**src/pkg/cmpt_pkg.sv**
```systemverilog
// Summary of operation
// RULE_01: ascending test writes own address upward
// RULE_02: ascending check reads high limit downward
// RULE_03: address compare failure halts, holds address/data
// RULE_04: descending test writes down, verifies up
// RULE_05: descending test never touches below 100
// RULE_06: no-dual: ones field, zero test location
// RULE_07: scan field each step, advance pointer
// RULE_08: second phase uses zeros background, ones test
// RULE_09: every data bit tested both ways
// RULE_10: each pattern: fill zone, read, compare, advance
// RULE_11: pattern mismatch reports, sequence continues
// RULE_12: noise part one: ones where bits differ
// RULE_13: rescan read, complement, read, complement
// RULE_14: first read mismatch flagged as error
// RULE_15: part one end enters part two itself
// RULE_16: noise part two uses inverted placement
// RULE_17: end of pass reports, restarts unless halting
// RULE_18: limits are inputs, one access at time
// RULE_19: done indication, sticky error until restart
package cmpt_pkg;

  // ---------------------------------------------------------------
  // widths and fixed values
  // ---------------------------------------------------------------
  localparam int AW = 16; // address width
  localparam int DW = 16; // data word width
  localparam logic [AW-1:0] VEC_FLOOR = 16'h0064; // lowest address for descending test (100)
  localparam logic [DW-1:0] ONES = 16'hffff; // all-ones word
  localparam logic [DW-1:0] ZEROS = 16'h0000; // all-zeros word
  localparam int NOISE_BIT_A = 3; // first address bit of noise split
  localparam int NOISE_BIT_B = 9; // second address bit of noise split
  localparam logic [2:0] NUM_PAT = 3'h6; // fixed patterns per pass
  localparam logic [AW-1:0] ADDR_RST = 16'h0000; // reset value of pointers
  localparam logic [DW-1:0] DATA_RST = 16'h0000; // reset value of data regs

  // ---------------------------------------------------------------
  // algorithm select
  // ---------------------------------------------------------------
  typedef enum logic [2:0] {
    ALG_UP = 3'h0,
    ALG_DOWN = 3'h1,
    ALG_PATTERN = 3'h3,
    ALG_NODUAL = 3'h2,
    ALG_NOISE = 3'h6
  } cmpt_alg_e;

  // ---------------------------------------------------------------
  // sequencer states
  // ---------------------------------------------------------------
  typedef enum logic [3:0] {
    ST_IDLE = 4'h0,
    ST_FILL = 4'h1,
    ST_CHECK = 4'h3,
    ST_ND_WR = 4'h2,
    ST_ND_RD = 4'h6,
    ST_ND_RST = 4'h7,
    ST_ND_SCAN = 4'h5,
    ST_NZ_R1 = 4'h4,
    ST_NZ_W1 = 4'hc,
    ST_NZ_R2 = 4'hd,
    ST_NZ_W2 = 4'hf,
    ST_HALT = 4'he,
    ST_DONE = 4'ha
  } cmpt_state_e;

  // fixed data pattern table
  function automatic logic [DW-1:0] cmpt_pat(input logic [2:0] idx);
    case (idx)
      3'h0: cmpt_pat = 16'h0000;
      3'h1: cmpt_pat = 16'hffff;
      3'h2: cmpt_pat = 16'haaaa;
      3'h3: cmpt_pat = 16'h5555;
      3'h4: cmpt_pat = 16'hcccc;
      3'h5: cmpt_pat = 16'h3333;
      default: cmpt_pat = 16'h0000;
    endcase
  endfunction : cmpt_pat

endpackage : cmpt_pkg

```
**src/hdl/cmpt_mem_port.sv**
```systemverilog
`timescale 1ns/100ps
module cmpt_mem_port (
  // clock and reset
  input wire logic clk_i,
  input wire logic rst_i,
  // sequencer side
  input wire logic go_i,
  input wire logic we_i,
  input wire logic [cmpt_pkg::AW-1:0] addr_i,
  input wire logic [cmpt_pkg::DW-1:0] wdata_i,
  output logic ready_o,
  output logic done_o,
  output logic [cmpt_pkg::DW-1:0] rdata_o,
  // memory side
  output logic mem_req_o,
  output logic mem_we_o,
  output logic [cmpt_pkg::AW-1:0] mem_addr_o,
  output logic [cmpt_pkg::DW-1:0] mem_wdata_o,
  input wire logic mem_ack_i,
  input wire logic [cmpt_pkg::DW-1:0] mem_rdata_i
);
  import cmpt_pkg::*;

  // ---------------------------------------------------------------
  // single outstanding access
  // ---------------------------------------------------------------
  // a new access is accepted only while no request is open
  assign ready_o = ~mem_req_o; // [RULE_18]

  // request stays up until the memory acknowledges
  always_ff @(posedge clk_i or posedge rst_i) begin
    if (rst_i) begin
      mem_req_o <= 1'b0;
      mem_we_o <= 1'b0;
      mem_addr_o <= ADDR_RST;
      mem_wdata_o <= DATA_RST;
    end else if (go_i && !mem_req_o) begin
      mem_req_o <= 1'b1; // [RULE_18]
      mem_we_o <= we_i;
      mem_addr_o <= addr_i;
      mem_wdata_o <= wdata_i;
    end else if (mem_ack_i && mem_req_o) begin
      mem_req_o <= 1'b0;
    end
  end

  // completion pulse and captured read data
  always_ff @(posedge clk_i or posedge rst_i) begin
    if (rst_i) begin
      done_o <= 1'b0;
      rdata_o <= DATA_RST;
    end else begin
      done_o <= mem_ack_i & mem_req_o;
      if (mem_ack_i && mem_req_o && !mem_we_o) begin
        rdata_o <= mem_rdata_i;
      end
    end
  end

endmodule : cmpt_mem_port

```
**src/hdl/cmpt_top.sv**
```systemverilog
`timescale 1ns/100ps
module cmpt_top (
  // clock and reset
  input wire logic clk_i,
  input wire logic rst_i,
  // run control and limits
  input wire logic start_i,
  input wire cmpt_pkg::cmpt_alg_e alg_i,
  input wire logic [cmpt_pkg::AW-1:0] low_lim_i,
  input wire logic [cmpt_pkg::AW-1:0] high_lim_i,
  input wire logic halt_at_end_i,
  // memory under test
  output logic mem_req_o,
  output logic mem_we_o,
  output logic [cmpt_pkg::AW-1:0] mem_addr_o,
  output logic [cmpt_pkg::DW-1:0] mem_wdata_o,
  input wire logic mem_ack_i,
  input wire logic [cmpt_pkg::DW-1:0] mem_rdata_i,
  // status and error report
  output logic busy_o,
  output logic done_o,
  output logic halted_o,
  output logic err_o,
  output logic err_evt_o,
  output logic [cmpt_pkg::AW-1:0] err_addr_o,
  output logic [cmpt_pkg::DW-1:0] err_data_o,
  output logic [cmpt_pkg::DW-1:0] err_exp_o,
  output logic pass_end_o,
  output logic part_o
);
  import cmpt_pkg::*;

  // ---------------------------------------------------------------
  // helpers
  // ---------------------------------------------------------------
  // background word of a location for the running algorithm
  function automatic logic [DW-1:0] bg_word(
    input cmpt_alg_e alg_f,
    input logic ph_f,
    input logic [2:0] pi_f,
    input logic [AW-1:0] ad_f
  );
    logic split;
    split = ad_f[NOISE_BIT_A] ^ ad_f[NOISE_BIT_B];
    case (alg_f)
      ALG_UP, ALG_DOWN: bg_word = ad_f; // [RULE_01] [RULE_04]
      ALG_NODUAL: bg_word = ph_f ? ZEROS : ONES; // [RULE_06] [RULE_08]
      ALG_PATTERN: bg_word = cmpt_pat(pi_f); // [RULE_10]
      ALG_NOISE: bg_word = (split ^ ph_f) ? ONES : ZEROS; // [RULE_12] [RULE_16]
      default: bg_word = ZEROS;
    endcase
  endfunction : bg_word

  // ---------------------------------------------------------------
  // state
  // ---------------------------------------------------------------
  cmpt_state_e state; // sequencer state
  cmpt_state_e next_state; // next sequencer state
  cmpt_alg_e alg; // algorithm of this run
  logic [AW-1:0] lo; // effective low limit
  logic [AW-1:0] hi; // high limit
  logic halt_end; // stop after a pass
  logic [AW-1:0] a; // scan pointer
  logic [AW-1:0] next_a;
  logic [AW-1:0] t; // no-dual test pointer
  logic [AW-1:0] next_t;
  logic phase; // phase or part flag
  logic next_phase;
  logic [2:0] pidx; // pattern index
  logic [2:0] next_pidx;
  logic next_pass_end; // pass finished this step
  logic issued; // access outstanding
  logic stale; // outstanding access from aborted run

  // ---------------------------------------------------------------
  // access port
  // ---------------------------------------------------------------
  logic acc_ready; // port can take an access
  logic acc_done; // access finished
  logic [DW-1:0] acc_rdata; // data read back

  // ---------------------------------------------------------------
  // decode
  // ---------------------------------------------------------------
  wire fill_down = (alg == ALG_DOWN); // [RULE_04]
  wire check_down = (alg == ALG_UP); // [RULE_02]
  wire cur_down = (state == ST_FILL) ? fill_down :
                  (state == ST_CHECK) ? check_down : 1'b0;
  wire on_test = (state == ST_ND_WR) || (state == ST_ND_RD) || (state == ST_ND_RST);
  wire [AW-1:0] acc_addr = on_test ? t : a;
  wire invert = (state == ST_ND_WR) || (state == ST_ND_RD) ||
                (state == ST_NZ_W1) || (state == ST_NZ_R2);
  wire [DW-1:0] bg = bg_word(alg, phase, pidx, acc_addr);
  wire [DW-1:0] expd = invert ? ~bg : bg; // [RULE_09] [RULE_13]
  wire is_write = (state == ST_FILL) || (state == ST_ND_WR) || (state == ST_ND_RST) ||
                  (state == ST_NZ_W1) || (state == ST_NZ_W2);
  wire active = (state != ST_IDLE) && (state != ST_HALT) && (state != ST_DONE);
  wire go = active & acc_ready & ~issued & ~stale; // [RULE_18]
  wire step = acc_done & ~stale & active;
  // the second noise read only rescans the complemented word and is not judged
  wire mism = step & ~is_write & (state != ST_NZ_R2) & (acc_rdata != expd); // [RULE_14]
  wire fatal = mism & ((alg == ALG_UP) || (alg == ALG_DOWN)); // [RULE_03]
  wire at_end = cur_down ? (a == lo) : (a == hi);
  wire [AW-1:0] a_inc = a + 16'h0001;
  wire [AW-1:0] a_dec = a - 16'h0001;
  wire [AW-1:0] a_nxt = cur_down ? a_dec : a_inc;
  wire last_pat = (pidx == NUM_PAT - 3'h1);
  // limits of a new run; descending test stays above vector area
  wire [AW-1:0] lo_start = ((alg_i == ALG_DOWN) && (low_lim_i < VEC_FLOOR)) ?
                           VEC_FLOOR : low_lim_i; // [RULE_05]
  wire run_empty = (lo_start > high_lim_i);

  // ---------------------------------------------------------------
  // next-state logic
  // ---------------------------------------------------------------
  // one step is taken per completed access
  always_comb begin
    next_state = state;
    next_a = a;
    next_t = t;
    next_phase = phase;
    next_pidx = pidx;
    next_pass_end = 1'b0;
    if (step) begin
      case (state)
        ST_FILL: begin
          if (!at_end) begin
            next_a = a_nxt; // [RULE_01] [RULE_04]
          end else if (alg == ALG_NODUAL) begin
            next_state = ST_ND_WR; // [RULE_06]
            next_t = lo;
          end else if (alg == ALG_NOISE) begin
            next_state = ST_NZ_R1; // [RULE_13]
            next_a = lo;
          end else begin
            next_state = ST_CHECK; // [RULE_02] [RULE_04]
            next_a = check_down ? hi : lo;
          end
        end
        ST_CHECK: begin
          if (fatal) begin
            next_state = ST_HALT; // [RULE_03]
          end else if (!at_end) begin
            next_a = a_nxt; // [RULE_02] [RULE_11]
          end else if ((alg == ALG_PATTERN) && !last_pat) begin
            next_state = ST_FILL; // [RULE_10]
            next_pidx = pidx + 3'h1;
            next_a = lo;
          end else begin
            next_pass_end = 1'b1;
          end
        end
        ST_ND_WR: begin
          next_state = ST_ND_RD; // [RULE_06]
        end
        ST_ND_RD: begin
          next_state = ST_ND_RST;
        end
        ST_ND_RST: begin
          next_state = ST_ND_SCAN; // [RULE_07]
          next_a = lo;
        end
        ST_ND_SCAN: begin
          if (!at_end) begin
            next_a = a_inc; // [RULE_07]
          end else if (t != hi) begin
            next_state = ST_ND_WR; // [RULE_07]
            next_t = t + 16'h0001;
          end else if (!phase) begin
            next_state = ST_FILL; // [RULE_08]
            next_phase = 1'b1;
            next_a = lo;
          end else begin
            next_pass_end = 1'b1;
          end
        end
        ST_NZ_R1: begin
          next_state = ST_NZ_W1; // [RULE_13]
        end
        ST_NZ_W1: begin
          next_state = ST_NZ_R2; // [RULE_13]
        end
        ST_NZ_R2: begin
          next_state = ST_NZ_W2; // [RULE_13]
        end
        ST_NZ_W2: begin
          if (!at_end) begin
            next_state = ST_NZ_R1; // [RULE_13]
            next_a = a_inc;
          end else if (!phase) begin
            next_state = ST_FILL; // [RULE_15] [RULE_16]
            next_phase = 1'b1;
            next_a = lo;
          end else begin
            next_pass_end = 1'b1;
          end
        end
        default: begin
          next_state = state;
        end
      endcase
      // a finished pass either stops or starts over
      if (next_pass_end) begin
        next_phase = 1'b0; // [RULE_17]
        next_pidx = 3'h0;
        next_a = fill_down ? hi : lo;
        next_state = halt_end ? ST_DONE : ST_FILL; // [RULE_17]
      end
    end
  end

  // ---------------------------------------------------------------
  // sequencer registers
  // ---------------------------------------------------------------
  // a start reloads the limits and begins at the first fill, or goes straight to done when the zone is empty
  always_ff @(posedge clk_i or posedge rst_i) begin
    if (rst_i) begin
      state <= ST_IDLE;
      alg <= ALG_UP;
      lo <= ADDR_RST;
      hi <= ADDR_RST;
      halt_end <= 1'b0;
      a <= ADDR_RST;
      t <= ADDR_RST;
      phase <= 1'b0;
      pidx <= 3'h0;
    end else if (start_i) begin
      state <= run_empty ? ST_DONE : ST_FILL; // [RULE_18]
      alg <= alg_i;
      lo <= lo_start; // [RULE_05] [RULE_18]
      hi <= high_lim_i;
      halt_end <= halt_at_end_i;
      a <= (alg_i == ALG_DOWN) ? high_lim_i : lo_start; // [RULE_01] [RULE_04]
      t <= lo_start;
      phase <= 1'b0;
      pidx <= 3'h0;
    end else begin
      state <= next_state;
      a <= next_a;
      t <= next_t;
      phase <= next_phase;
      pidx <= next_pidx;
    end
  end

  // ---------------------------------------------------------------
  // access bookkeeping
  // ---------------------------------------------------------------
  // an access still open when a run restarts is drained, not judged
  always_ff @(posedge clk_i or posedge rst_i) begin
    if (rst_i) begin
      issued <= 1'b0;
      stale <= 1'b0;
    end else if (start_i) begin
      issued <= 1'b0;
      stale <= (~acc_ready & ~acc_done) | go;
    end else begin
      issued <= (issued | go) & ~acc_done; // [RULE_18]
      stale <= stale & ~acc_done;
    end
  end

  // ---------------------------------------------------------------
  // error report
  // ---------------------------------------------------------------
  // sticky flag: a new error wins over the clear of a new run
  always_ff @(posedge clk_i or posedge rst_i) begin
    if (rst_i) begin
      err_o <= 1'b0;
      err_evt_o <= 1'b0;
      err_addr_o <= ADDR_RST;
      err_data_o <= DATA_RST;
      err_exp_o <= DATA_RST;
    end else begin
      err_o <= (err_o & ~start_i) | mism; // [RULE_19]
      err_evt_o <= mism; // [RULE_11] [RULE_14]
      if (mism) begin
        err_addr_o <= acc_addr; // [RULE_03] [RULE_11]
        err_data_o <= acc_rdata;
        err_exp_o <= expd;
      end
    end
  end

  // ---------------------------------------------------------------
  // status outputs
  // ---------------------------------------------------------------
  // pass end pulse and done level
  always_ff @(posedge clk_i or posedge rst_i) begin
    if (rst_i) begin
      pass_end_o <= 1'b0;
      done_o <= 1'b0;
    end else begin
      pass_end_o <= next_pass_end & ~start_i; // [RULE_17]
      done_o <= (next_state == ST_DONE) & ~start_i; // [RULE_19]
    end
  end

  assign busy_o = active;
  assign halted_o = (state == ST_HALT); // [RULE_03]
  assign part_o = phase;

  // ---------------------------------------------------------------
  // memory access port
  // ---------------------------------------------------------------
  cmpt_mem_port u_port (
    .clk_i(clk_i),
    .rst_i(rst_i),
    .go_i(go),
    .we_i(is_write),
    .addr_i(acc_addr),
    .wdata_i(expd),
    .ready_o(acc_ready),
    .done_o(acc_done),
    .rdata_o(acc_rdata),
    .mem_req_o(mem_req_o),
    .mem_we_o(mem_we_o),
    .mem_addr_o(mem_addr_o),
    .mem_wdata_o(mem_wdata_o),
    .mem_ack_i(mem_ack_i),
    .mem_rdata_i(mem_rdata_i)
  );

endmodule : cmpt_top

```
**config.mk**
```make
export PLATFORM = sky130hd
export DESIGN_NAME = cmpt_top
export DESIGN_NICKNAME = d
export VERILOG_FILES = /design/src/pkg/cmpt_pkg.sv /design/src/hdl/cmpt_mem_port.sv /design/src/hdl/cmpt_top.sv
export SDC_FILE = /design/constraint.sdc
export NUM_CORES = 1
export LEC_CHECK = 0
export BUFFER_PORTS_ARGS = -buffer_cell sky130_fd_sc_hd__buf_2
export CAP_MARGIN = 20
export CORE_ASPECT_RATIO = 1.1
export CORE_MARGIN = 2
export CORE_UTILIZATION = 35
export DETAILED_ROUTE_END_ITERATION = 8
export HOLD_SLACK_MARGIN = 0.08
export PLACE_DENSITY = 0.61
export SYNTH_ARGS = -nofsm -noshare
export SYNTH_HDL_FRONTEND = slang
export SYNTH_SLANG_ARGS = --single-unit
```
**constraint.sdc**
```tcl
create_clock -name clk_i -period 4.87 [get_ports clk_i]
set_clock_uncertainty 0.05 [all_clocks]
set_input_delay 0.2435 -clock clk_i [delete_from_list [all_inputs] [get_ports clk_i]]
set_output_delay 0.2435 -clock clk_i [all_outputs]
set_load 0.02 [all_outputs]
```
Word-level counts from Yosys, hierarchy flattened
Index checks and enable logic that the tools add are counted.
- register bits after elaboration: 181
- output and inout bits: 89
- logic and storage cells: 212
- add/sub/neg operators: 4
- magnitude comparators: 2
- equal/unequal tests: 41
- mux-type cells: 79
- bitwise logic cells: 28
- reductions and logical operators: 34
- operators by type and width (cell ; count):
    16-bit two-way mux ; 28
    16-bit one-hot mux with 5 select lines ; 2
    16-bit one-hot mux with 4 select lines ; 1
    4-bit two-way mux ; 13
    4-bit one-hot mux with 10 select lines ; 1
    16-bit by 1-bit adder with 16-bit output, second input constant ; 2
    16-bit equality test ; 2
    16-bit != test ; 2
    16-bit one-hot mux with 2 select lines ; 1
    3-bit two-way mux ; 9
    1-bit two-way mux ; 22
    4-bit equality test, second input constant ; 5
    4-bit != test, second input constant ; 5
    1-bit bitwise AND ; 16
    4-bit by 3-bit equality test with 1-bit output, second input constant ; 4
    16-bit greater-than comparator ; 1
    16-bit by 7-bit less-than comparator with 1-bit output, second input constant ; 1
    16-bit inverter ; 1
    16-bit by 1-bit subtractor with 16-bit output, second input constant ; 1
    3-bit by 2-bit equality test with 1-bit output, second input constant ; 4
    6-bit AND reduction ; 2
    3-bit nonzero test ; 4
    5-bit AND reduction ; 2
    3-bit by 1-bit equality test with 1-bit output, second input constant ; 3
    other kinds (23) ; 56

Longest topological paths before layout
Gate-level depths: netlist (run 1).
- word-level depth: 20
- gate-level depth with buffers: 17
- gate-level depth less buffers: 15

Cells and area by module
A second synthesis (run 1) with hierarchy kept.
- cells, all modules: 1426
- area, all modules: 12533.3 um^2
- modules (own cells, without submodules) (module ; instances ; cells an instance ; area an instance (um^2)):
    cmpt_top ; 1 ; 1315 ; 10462.5
    cmpt_mem_port ; 1 ; 111 ; 2070.7

Worst setup path after synthesis (run 1)
No wires, ideal clock.
- kind: register to register
- start: reg pidx[1]
- end: reg a[5]
- library setup time: 0.126 ns
- arrival time: 3.198 ns
- data required time: 4.694 ns
- path slack: 1.496 ns
- cell stages (with the launch flop): 18
- buffers on the path: 3
- period minus slack after synthesis: 3.374 ns
- cells stage by stage: dfrtp_1 > buf_2 > inv_1 > ha_1 > nor2_1 > a221oi_1 > nor2_1 > nand3_2 > o21a_1 > or4_1 > nand4_1 > o211a_1 > a21bo_1 > buf_4 > a21o_1 > buf_6 > mux2i_1 > a221o_1
- cells in the longest elaborated chain, start to end: 14
- elaborated cells between the ends (all ways): 28
- those cells by class: 10 x eq/ne; 11 x mux; 3 x bitwise; 4 x reduce/logical
- ends and longest elaborated chain (element ; line ; text):
    start, declared ; cmpt_top.sv:69 ; logic [2:0] pidx;
    start signal, assigned ; cmpt_top.sv:242 ; pidx <= next_pidx;
    branches (longest 14 deep; another with 16-bit one-hot mux with 5 select lines) ; - ;
    end signal, assigned ; cmpt_top.sv:233 ; a <= (alg_i == ALG_DOWN) ? high_lim_i : lo_start;
    end signal, assigned ; cmpt_top.sv:239 ; a <= next_a;
    end, declared ; cmpt_top.sv:63 ; logic [AW-1:0] a;
Parallel ways; which one is timed is not known. The select of a mux whose other input is x is not followed.
A chain may end at the register's enable or synchronous reset.

Worst setup path after layout (run 1)
- start: reg state[1]
- end: reg a[5]
- cells in the longest elaborated chain, start to end: 19
- elaborated cells between the ends (all ways): 63
- those cells by class: 17 x eq/ne; 23 x mux; 9 x bitwise; 14 x reduce/logical
- ends and longest elaborated chain (element ; line ; text):
    start, declared ; cmpt_top.sv:57 ; cmpt_state_e state;
    start signal, assigned ; cmpt_top.sv:228 ; state <= run_empty ? ST_DONE : ST_FILL;
    start signal, assigned ; cmpt_top.sv:238 ; state <= next_state;
    branches (longest 19 deep; another with 16-bit two-way mux) ; - ;
Parallel ways; which one is timed is not known. The select of a mux whose other input is x is not followed.

==> out/results.ini, run 1 <==
[floorplan]
fp.dieW_um = 182
design.die.area_um2 = 36500
core_um2 = 34300
rows = 71
dieHeight_um = 200
start_util_pct = 35.7
io-pin-count = 145

[global_route]
grt_util_met2_pct = 40.9
use_met3_pct = 3.63
grt_pass1_wl_um = 68700
grt_remaining_overflow = 0
grt_max_degree = 182
grt_use_met1_pct = 32.7
grt_pass1_vias = 11300
antenna_found_initial = 0
top_usage_layer = met2
grt_util_all_layers_pct = 24.8

[logic_synthesis]
synth-edff-count = 0
synth.net_count = 1530
syn_inst = 1451
seq_area_frac_synth_pct = 37.0
ys_seq_elements = 181
avgSynthCellArea_um2 = 8.43
syn_area_um2 = 12200
yosys_most_used_dff = dfrtp_1
synth_cell_type_count = 84
ys_async_sr_fraction_pct = 100
synth_warnings = 0

[worst_setup_path]
r2r_setup_slack_ns = 0.55
crit_top_cell = mux2i_1
crit_slowest_cell = dfrtp_1
start_kind = flip-flop
rr_worst_depth = 13
reg2reg_from = state[1]
r2r-end = a[5]
path_cells = and2b_2, nand2_4, mux2i_1, nor2_1, o21a_1, or4_1, nand4_1, o211a_1, a21bo_1, a21o_1, buf_12, mux2i_1, a221o_1
slowest_delay_ns = 0.56
required_ns = 5.16
cp.arrival_ns = 4.61
end_kind = flip-flop
cp_max_fo = 18
crit_type = reg -> reg

[sta]
tightestPinTransition_ns = 1.19
rsz0062_at_grt = false
fmax_mhz = 232
min_period_over_period_pct = 88.7
hold_viol = 0
finalSetupViolCount = 0
tns_ns = 0
fin_crit_ns = 4.32
relSlewSlack_pct = 20.5
final-max-slew-violation-count = 0

[clock_network]
cts_buffers = 17
clk_path_buf_depth = 2
clock_sinks = 181
path_clk_slew_ns = 0.08
cts_resized = 0
cts-root-buf = clkbuf_16
htreeDepth = 4
post_cts_buffers = 0
clock_latency_ns = 0.45
cts_tree = yes

[cells_and_area]
final_common_cell = dfrtp_1
final_area_um2 = 14300
final_cell_mix = dfrtp_1 (181), nand2_1 (167), buf_2 (143), nor2_1 (136), o21ai_0 (105)
diodes = 0
nets = 1652
drive_gt1_share_pct = 18.4
area_growth_pct = 16.9

[routing]
wl_per_cell_um = 22.3
firstDrtPassIters = 7
via_count = 11800
remaining_drc_errors = 0
drt_iter0_drc = 1315
ant_nets = 0
via_per_inst = 5.84
drt-total-wl_um = 45100

[power_and_ir_drop]
ir_drop_v = 0.000254
power_mw = 6.99
p_per_area_nw_per_um2 = 489
power.leakage_nw = 6.19

[run_status]
status = completed

[placement]
globalplace.congestion = 0.995
place_area_um2 = 13300
dp_hpwl_um = 32900
io_buffers = 144

[flow_run]
drv_cap = 0

[min_path]
worstHoldPathType = in -> async

[synth_stat cells, types with 4 or more instances]
cell / instances / area, µm²
a31oi_1: 15 / 93.8
nand2b_1: 24 / 150
and3_1: 12 / 75.1
xnor2_1: 74 / 648
or3_1: 10 / 62.6
mux2i_1: 36 / 360
a311oi_1: 5 / 43.8
o22ai_1: 13 / 81.3
a222oi_1: 6 / 60.1
o21ai_0: 106 / 531
xor2_1: 24 / 210
ha_1: 23 / 288
nand4_1: 19 / 119
mux2_2: 41 / 462
clkbuf_1: 85 / 319
buf_6: 6 / 67.6
o22a_1: 5 / 43.8
nor3_1: 23 / 115
nor4_1: 11 / 68.8
buf_1: 5 / 18.8
inv_1: 52 / 195
a211o_1: 7 / 61.3
dfrtp_1: 181 / 4530
or2_2: 5 / 31.3
a21o_1: 16 / 120
nor2_1: 136 / 510
nand3_1: 37 / 185
nand2_1: 167 / 627
buf_4: 4 / 30.0
nor2b_1: 8 / 50.1
and2_1: 11 / 68.8
a21oi_1: 99 / 495
a221o_1: 13 / 130
a211oi_1: 15 / 113
o211ai_1: 22 / 165
a221oi_1: 7 / 61.3
o221ai_1: 6 / 52.6
nor3_2: 4 / 40.0
o31ai_1: 14 / 105
o21a_1: 7 / 52.6
buf_2: 20 / 100
a21boi_0: 7 / 52.6
[per-stage QoR]
step / setup slack [ns] / instances / hold WS (ns) / util [%]
final: 0.552 / 2023 / 0.00973 / 41.7
after global routing: 0.387 / 2023 / 0.0985 / 41.7
after CTS: 0.616 / 2023 / 0.0806 / 41.7
after detailed placement: 0.631 / 1953 / 0.412 / 38.9
after global placement: 0.733 / 1953 / 0.405 / 38.9
after floorplan: 1.50 / 1451 / 0.314 / -
[state kept, by name, summed over array words and instances (netlist names), 3 cells and up]
signal,count
a,16
alg,3
err_addr_o,16
err_data_o,16
err_exp_o,16
hi,16
lo,16
pidx,3
state,4
t,16
u_port.mem_addr_o,16
u_port.mem_wdata_o,16
u_port.rdata_o,16
[layout make-up]
cell class | count | area, µm²
clock buffers | 18 | 439
flip-flops and latches | 181 | 4530
repair buffers | 223 | 1450
clock inverters | 13 | 141
well taps | 438 | 548
inverters | 53 | 203
fillers | 3427 | 20000
multi-input cells | 1097 | 6980
[power breakdown]
part           internal [mW]  leakage [nW]  switching [mW]
Sequential              1.98          2.18           0.545
Combinational           1.14          3.73            1.90
Clock                  0.736         0.286           0.687
Total                   3.86          6.19            3.13
[logic make-up (layout without fill, tap and decap cells)]
family	after synthesis	count (layout)	share of synthesized area, %
compound gates	403	403	21.5
xor+xnor	98	98	7.02
fa+ha+maj	23	23	2.35
buf+inv	173	307	6.00
flops	181	181	37.0
mux	77	77	6.72
simple gates	496	496	19.4
[worst max-delay path, delay by kind of cell, from the launching register on]
kind	cells	cell delay, ns
AOI/OAI and AO/OA	5	1.53
DFF	1	0.56
muxes	2	0.50
buffers and inverters	1	0.22
and+or+nand+nor	5	1.32
[worst max path at each step]
stage / start / depth (start not counted) / slack [ns] / endpoint
3_3_place_gp: state[1] / 13 / 0.73 / a[15]
4_1_cts: state[1] / 13 / 0.62 / a[5]
6_report: state[1] / 13 / 0.55 / a[5]
2_1_floorplan: pidx[1] / 17 / 1.50 / a[5]
5_1_grt: state[1] / 13 / 0.39 / a[5]
3_5_place_dp: state[1] / 13 / 0.63 / a[5]
[what timing repair did]
item	4_1_cts	5_1_grt
endpoints found under the setup margin	0	0
endpoints found under the hold margin	39	0
hold buffers	39	0
[metal layers]
layer  part of all wire [%]  wire, µm
met5                      0         0
met4                    4.2      1870
met3                    8.1      3660
met1                     42     18800
met2                     46     20700
(Power assumes the default switching activity.)
==> run 2, diff against run 1 <==
ABC_CLOCK_PERIOD_IN_PS = 4870   (was not set)
PLACE_DENSITY = 0.53   (was 0.61)
==> run 2 against run 1 <==
Compared with the run above:
- first-iteration DRC count down 0.23%
- combinational power about the same
- worst setup slack gained 0.086 ns
- power rose by 0.54%
- non-clock buffer count increased by 6
- largest power group unchanged
==> out/results.ini, run 2 (same netlist as run 1, synthesis figures left out) <==
[clock_network]
cts_tree = yes  ; unchanged
cts-root-buf = clkbuf_16  ; unchanged
cts_buffers = 17  ; unchanged
clock_sinks = 181  ; unchanged
path_clk_slew_ns = 0.08  ; about the same
clock_latency_ns = 0.47  ; was 0.45 ns
clk_path_buf_depth = 2  ; unchanged
htreeDepth = 4  ; unchanged

[power_and_ir_drop]
ir_drop_v = 0.000259  ; was 0.000254 V
p_per_area_nw_per_um2 = 488  ; was 489 nW/µm²
power.leakage_nw = 6.23  ; was 6.19 nW

[cells_and_area]
drive_gt1_share_pct = 18.3  ; was 18.4%
area_growth_pct = 17.6  ; was 16.9%
diodes = 0  ; unchanged
nets = 1658  ; was 1,652
final_common_cell = dfrtp_1  ; unchanged
fin_cells = 2030  ; was 2,023
final_cell_mix = dfrtp_1 (181), nand2_1 (167), buf_2 (143), nor2_1 (136), o21ai_0 (105)  ; unchanged

[placement]
globalplace.congestion = 0.959  ; was 0.995
dp_cells = 1952  ; was 1,953
io_buffers = 144  ; unchanged
dp_hpwl_um = 33400  ; was 32,900 µm

[min_path]
worstHoldPathType = in -> async  ; unchanged

[global_route]
grt_remaining_overflow = 0  ; unchanged
grt_util_all_layers_pct = 25.0  ; was 24.8%
grt_pass1_vias = 11100  ; was 11,300
antenna_found_initial = 0  ; unchanged
grt_max_degree = 182  ; unchanged
grt_pass1_wl_um = 68800  ; was 68,700 µm

[routing]
drt_iter0_drc = 1312  ; was 1,315
drt-total-wl_um = 45400  ; was 45,100 µm
ant_nets = 0  ; unchanged
remaining_drc_errors = 0  ; unchanged
wl_per_cell_um = 22.3  ; about the same
via_count = 11700  ; was 11,800
firstDrtPassIters = 7  ; unchanged
via_per_inst = 5.76  ; was 5.84

[floorplan]
start_util_pct = 35.7  ; unchanged
design.die.area_um2 = 36500  ; unchanged
fp.dieW_um = 182  ; unchanged
dieHeight_um = 200  ; unchanged
core_um2 = 34300  ; unchanged
io-pin-count = 145  ; unchanged
rows = 71  ; unchanged

[worst_setup_path]
rr_worst_depth = 12  ; was 13
end_kind = flip-flop  ; unchanged
crit_type = in -> reg  ; was reg -> reg
start_kind = input pin  ; was flip-flop
r2r-end = done_o  ; was a[5]
cp_max_fo = 16  ; was 18
r2r_setup_slack_ns = 0.69  ; was 0.55 ns
reg2reg_from = state[2]  ; was state[1]
cp.arrival_ns = 4.45  ; was 4.61 ns
required_ns = 5.09  ; was 5.16 ns

[sta]
tightestPinTransition_ns = 1.08  ; was 1.19 ns
tns_ns = 0  ; unchanged
rsz0062_at_grt = false  ; unchanged
relSlewSlack_pct = 27.7  ; was 20.5%
fin_crit_ns = 4.23  ; was 4.32 ns
fmax_mhz = 236  ; was 232 MHz
hold_viol = 0  ; unchanged
finalSetupViolCount = 0  ; unchanged
final-max-slew-violation-count = 0  ; unchanged
min_period_over_period_pct = 86.9  ; was 88.7%

[flow_run]
drv_cap = 0  ; unchanged

[run_status]
status = completed  ; unchanged

## run 2: layer usage
metal  track usage (%)  part of all wire [%]
met5                 0                     0
met4              11.5                   4.5
met1              32.5                    42
met3              3.08                   5.9
met2              41.9                    48
## run 2: stage by stage
stage                     power, mW  instance area, µm²  utilization, %  hold slack (ns)  setup WS (ns)
after CTS                      7.05               14400            42.0           0.0823          0.658
final                          7.03               14400            42.0           0.0270          0.638
after detailed placement       5.56               13300            38.8            0.408          0.712
after global placement         5.53               13300            38.8            0.404          0.688
after global routing           7.44               14400            42.0            0.103          0.336
after floorplan                4.46               12200               -            0.314           1.50
## run 2: how the worst max path moves through the flow
stage / from / to / slack, ns / cells past startpoint
after floorplan: pidx[1] / a[5] / 1.50 / 17
after global placement: alg_i[2] / state[3] / 0.69 / 16
after detailed placement: alg_i[2] / state[3] / 0.71 / 16
after CTS: alg_i[2] / state[3] / 0.66 / 17
after global routing: state[2] / done_o / 0.34 / 12
final: alg_i[2] / state[3] / 0.64 / 17
## run 2: cell type report
class	instances	area [µm²]
fill	3484	19900
multi-input combinational	1097	6980
sequential	181	4530
timing repair buffer	229	1510
tap	438	548
clock buffer	18	439
inverter	53	203
clock inverter	14	171
## run 2: worst max-delay path: stages
cell           delay (ns)
dlygate4sd3_1        0.53
buf_2                0.16
or3b_2               0.69
nor4_1               0.24
nand4_1              0.39
and2_1               0.36
ha_1                 0.33
nor2b_1              0.14
o21a_1               0.15
o21ai_0              0.15
nand2b_1             0.07
a21oi_1              0.20
o21ai_0              0.12
nand2_1              0.09
o211ai_1             0.08
nand3_1              0.22
o21ai_0              0.24
## run 2: where the power goes
part | internal (mW) | switching (mW)
registers | 1.98 | 0.514
logic | 1.15 | 1.92
clock network | 0.710 | 0.744
total | 3.85 | 3.18
## run 2: timing repair
item,in CTS,in global routing
resized for setup,0,0
hold buffers,46,0
setup endpoints to repair,0,0
setup buffers,0,0
endpoints found under the hold margin,49,0
==> run 3, diff against run 2 <==
BUFFER_PORTS_ARGS = not set   (was -buffer_cell sky130_fd_sc_hd__buf_2)
CTS_BUF_LIST = sky130_fd_sc_hd__clkbuf_4   (was not set)
DONT_BUFFER_PORTS = 1   (was not set)
PLACE_DENSITY = 0.5   (was 0.53)
SKIP_CTS_REPAIR_TIMING = 1   (was not set)
==> run 3 against run 2 <==
Compared with the run above:
- non-clock buffer count shrank 133
- hold slack gained 0.10 ns
- clock power shrank 34%
- register-to-register slack lost 0.28 ns
- wire length is essentially flat
- power shrank 12%
- fmax shrank 5.0%
- worst setup slack lost 0.22 ns
- flip-flop and latch count is the same
- largest cell class unchanged
- highest routed layer unchanged
==> out/results.ini, run 3 (same netlist as run 1, synthesis figures left out) <==
[min_path]
worstHoldEndpoint = a[2]
worstHoldPathType = in -> reg  ; was in -> async
hold_start = alg_i[1]
hold_depth = 6

[floorplan]
core_um2 = 34300  ; unchanged
dieHeight_um = 200  ; unchanged
rows = 71  ; unchanged
fp.dieW_um = 182  ; unchanged
start_util_pct = 35.7  ; unchanged
design.die.area_um2 = 36500  ; unchanged
io-pin-count = 145  ; unchanged

[global_route]
grt_pass1_vias = 10500  ; was 11,100
grt_max_degree = 118  ; was 182
grt_util_all_layers_pct = 24.6  ; was 25.0%
grt_pass1_wl_um = 67200  ; was 68,800 µm
antenna_found_initial = 2  ; was 0
grt_remaining_overflow = 0  ; unchanged

[clock_network]
cts_tree = yes  ; unchanged
clock_sinks = 181  ; unchanged
cts_buffers = 17  ; unchanged
htreeDepth = 4  ; unchanged
clk_path_buf_depth = 2  ; unchanged
cts-root-buf = clkbuf_4  ; was clkbuf_16
clock_latency_ns = 0.66  ; was 0.47 ns
path_clk_slew_ns = 0.18  ; was 0.08 ns

[power_and_ir_drop]
swShare_pct = 48.1  ; was 45.3%
power.leakage_nw = 5.54  ; was 6.23 nW
p_int_mw = 3.22  ; was 3.85 mW
clockPowerShare_pct = 15.4  ; was 20.7%
ir_drop_v = 0.000179  ; was 0.000259 V
sequentialPowerShare_pct = 47.9  ; was 35.5%
p_per_area_nw_per_um2 = 461  ; was 488 nW/µm²
pwr-share-comb_pct = 36.7  ; was 43.8%
p_switching_mw = 2.99  ; was 3.18 mW

[routing]
via_count = 11300  ; was 11,700
ant_nets = 0  ; unchanged
firstDrtPassIters = 6  ; was 7
drt-total-wl_um = 45400  ; about the same
remaining_drc_errors = 0  ; unchanged
via_per_inst = 5.93  ; was 5.76
wl_per_cell_um = 23.9  ; was 22.3 µm
drt_iter0_drc = 1158  ; was 1,312

[worst_setup_path]
cp.arrival_ns = 4.96  ; was 4.45 ns
crit_type = reg -> reg  ; was in -> reg
start_kind = flip-flop  ; was input pin
rr_worst_depth = 13  ; was 12
required_ns = 5.38  ; was 5.09 ns
cp_max_fo = 18  ; was 16
end_kind = flip-flop  ; unchanged
reg2reg_from = state[1]  ; was state[2]
r2r_setup_slack_ns = 0.41  ; was 0.69 ns
r2r-end = a[5]  ; was done_o

[cells_and_area]
final_core_util_pct = 39.3  ; was 42.0%
nets = 1525  ; was 1,658
drive_gt1_share_pct = 10.1  ; was 18.3%
final_common_cell = dfrtp_1  ; unchanged
area_growth_pct = 10.1  ; was 17.6%
final_cell_mix = dfrtp_1 (181), nand2_1 (167), nor2_1 (136), o21ai_0 (105), a21oi_1 (99)  ; was dfrtp_1 (181), nand2_1 (167), buf_2 (143), nor2_1 (136), o21ai_0 (105)

[sta]
hold_viol = 0  ; unchanged
relSlewSlack_pct = 25.8  ; was 27.7%
finalSetupViolCount = 0  ; unchanged
rsz0062_at_grt = false  ; unchanged
holdWs_ns = 0.127  ; was 0.0270 ns
fin_crit_ns = 4.46  ; was 4.23 ns
tightestPinTransition_ns = 1.11  ; was 1.08 ns
tns_ns = 0  ; unchanged
final-max-slew-violation-count = 0  ; unchanged
min_period_over_period_pct = 91.5  ; was 86.9%
fmax_mhz = 224  ; was 236 MHz

[placement]
dp_hpwl_um = 33000  ; was 33,400 µm
io_buffers = 0  ; was 144
globalplace.congestion = 0.925  ; was 0.959

[run_status]
status = completed  ; unchanged

[flow_run]
drv_cap = 0  ; unchanged

run 3: changes by cell type in the layout (fill, tap and decap cells not counted), sizes merged:
| cell | delta |
|---|---|
| inv | -2 |
| buf | -144 |
| dlygate4sd3 | +11 |
| clkinv | -1 |
| clkinvlp | +1 |
| bufinv | +2 |
| diode | +2 |
run 3: final cells by class:
cell class,count,area (µm²)
Fill cell,3500,20800
Timing Repair Buffer,96,896
Multi-Input combinational cell,1097,6980
Inverter,53,203
Sequential cell,181,4530
Antenna cell,2,5.00
Clock inverter,14,168
Tap cell,438,548
Clock buffer,18,135
run 3: per-layer routing:
layer	track usage, %	vias up	part of all wire (%)
li1	-	5151	-
met1	31.0	5551	41
met2	41.2	466	48
met3	4.72	90	6.1
met4	10.9	0	4.5
met5	0	-	0
run 3: power by group through the flow:
stage	logic [mW]	registers [mW]	clock network (mW)
2_1_floorplan	1.77	2.69	0
3_3_place_gp	2.17	3.01	0
3_5_place_dp	2.19	3.01	0
4_1_cts	2.20	2.98	0.980
5_1_grt	2.54	3.02	1.04
6_report	2.28	2.97	0.958
run 3: how the worst max path moves through the flow:
stage	startpoint	to	depth (start not counted)	slack (ns)
final	state[1]	a[5]	13	0.41
after global routing	state[1]	a[5]	13	0.16
after CTS	state[1]	a[5]	13	0.49
after detailed placement	state[1]	a[5]	13	0.52
after global placement	state[1]	a[5]	13	0.62
after floorplan	pidx[1]	a[5]	17	1.50
run 3: per-stage QoR:
stage	power, mW	instance area, µm²	setup slack (ns)	cells
3_5_place_dp	5.20	12600	0.520	1807
4_1_cts	6.16	12900	0.489	1839
2_1_floorplan	4.46	12200	1.50	1451
6_report	6.20	13500	0.414	1899
5_1_grt	6.60	13500	0.160	1899
3_3_place_gp	5.18	12600	0.620	1807
run 3: critical path, stage by stage, from the launching register on:
cell	delay, ns
dfrtp_1	0.50
and2b_2	0.28
nand2_4	0.24
mux2i_1	0.89
nor2_1	0.08
o31ai_1	0.22
nand4b_1	0.13
nor4_1	0.21
and4b_1	0.32
a21bo_1	0.35
a21o_1	0.28
buf_4	0.32
mux2i_1	0.12
a221o_1	0.35
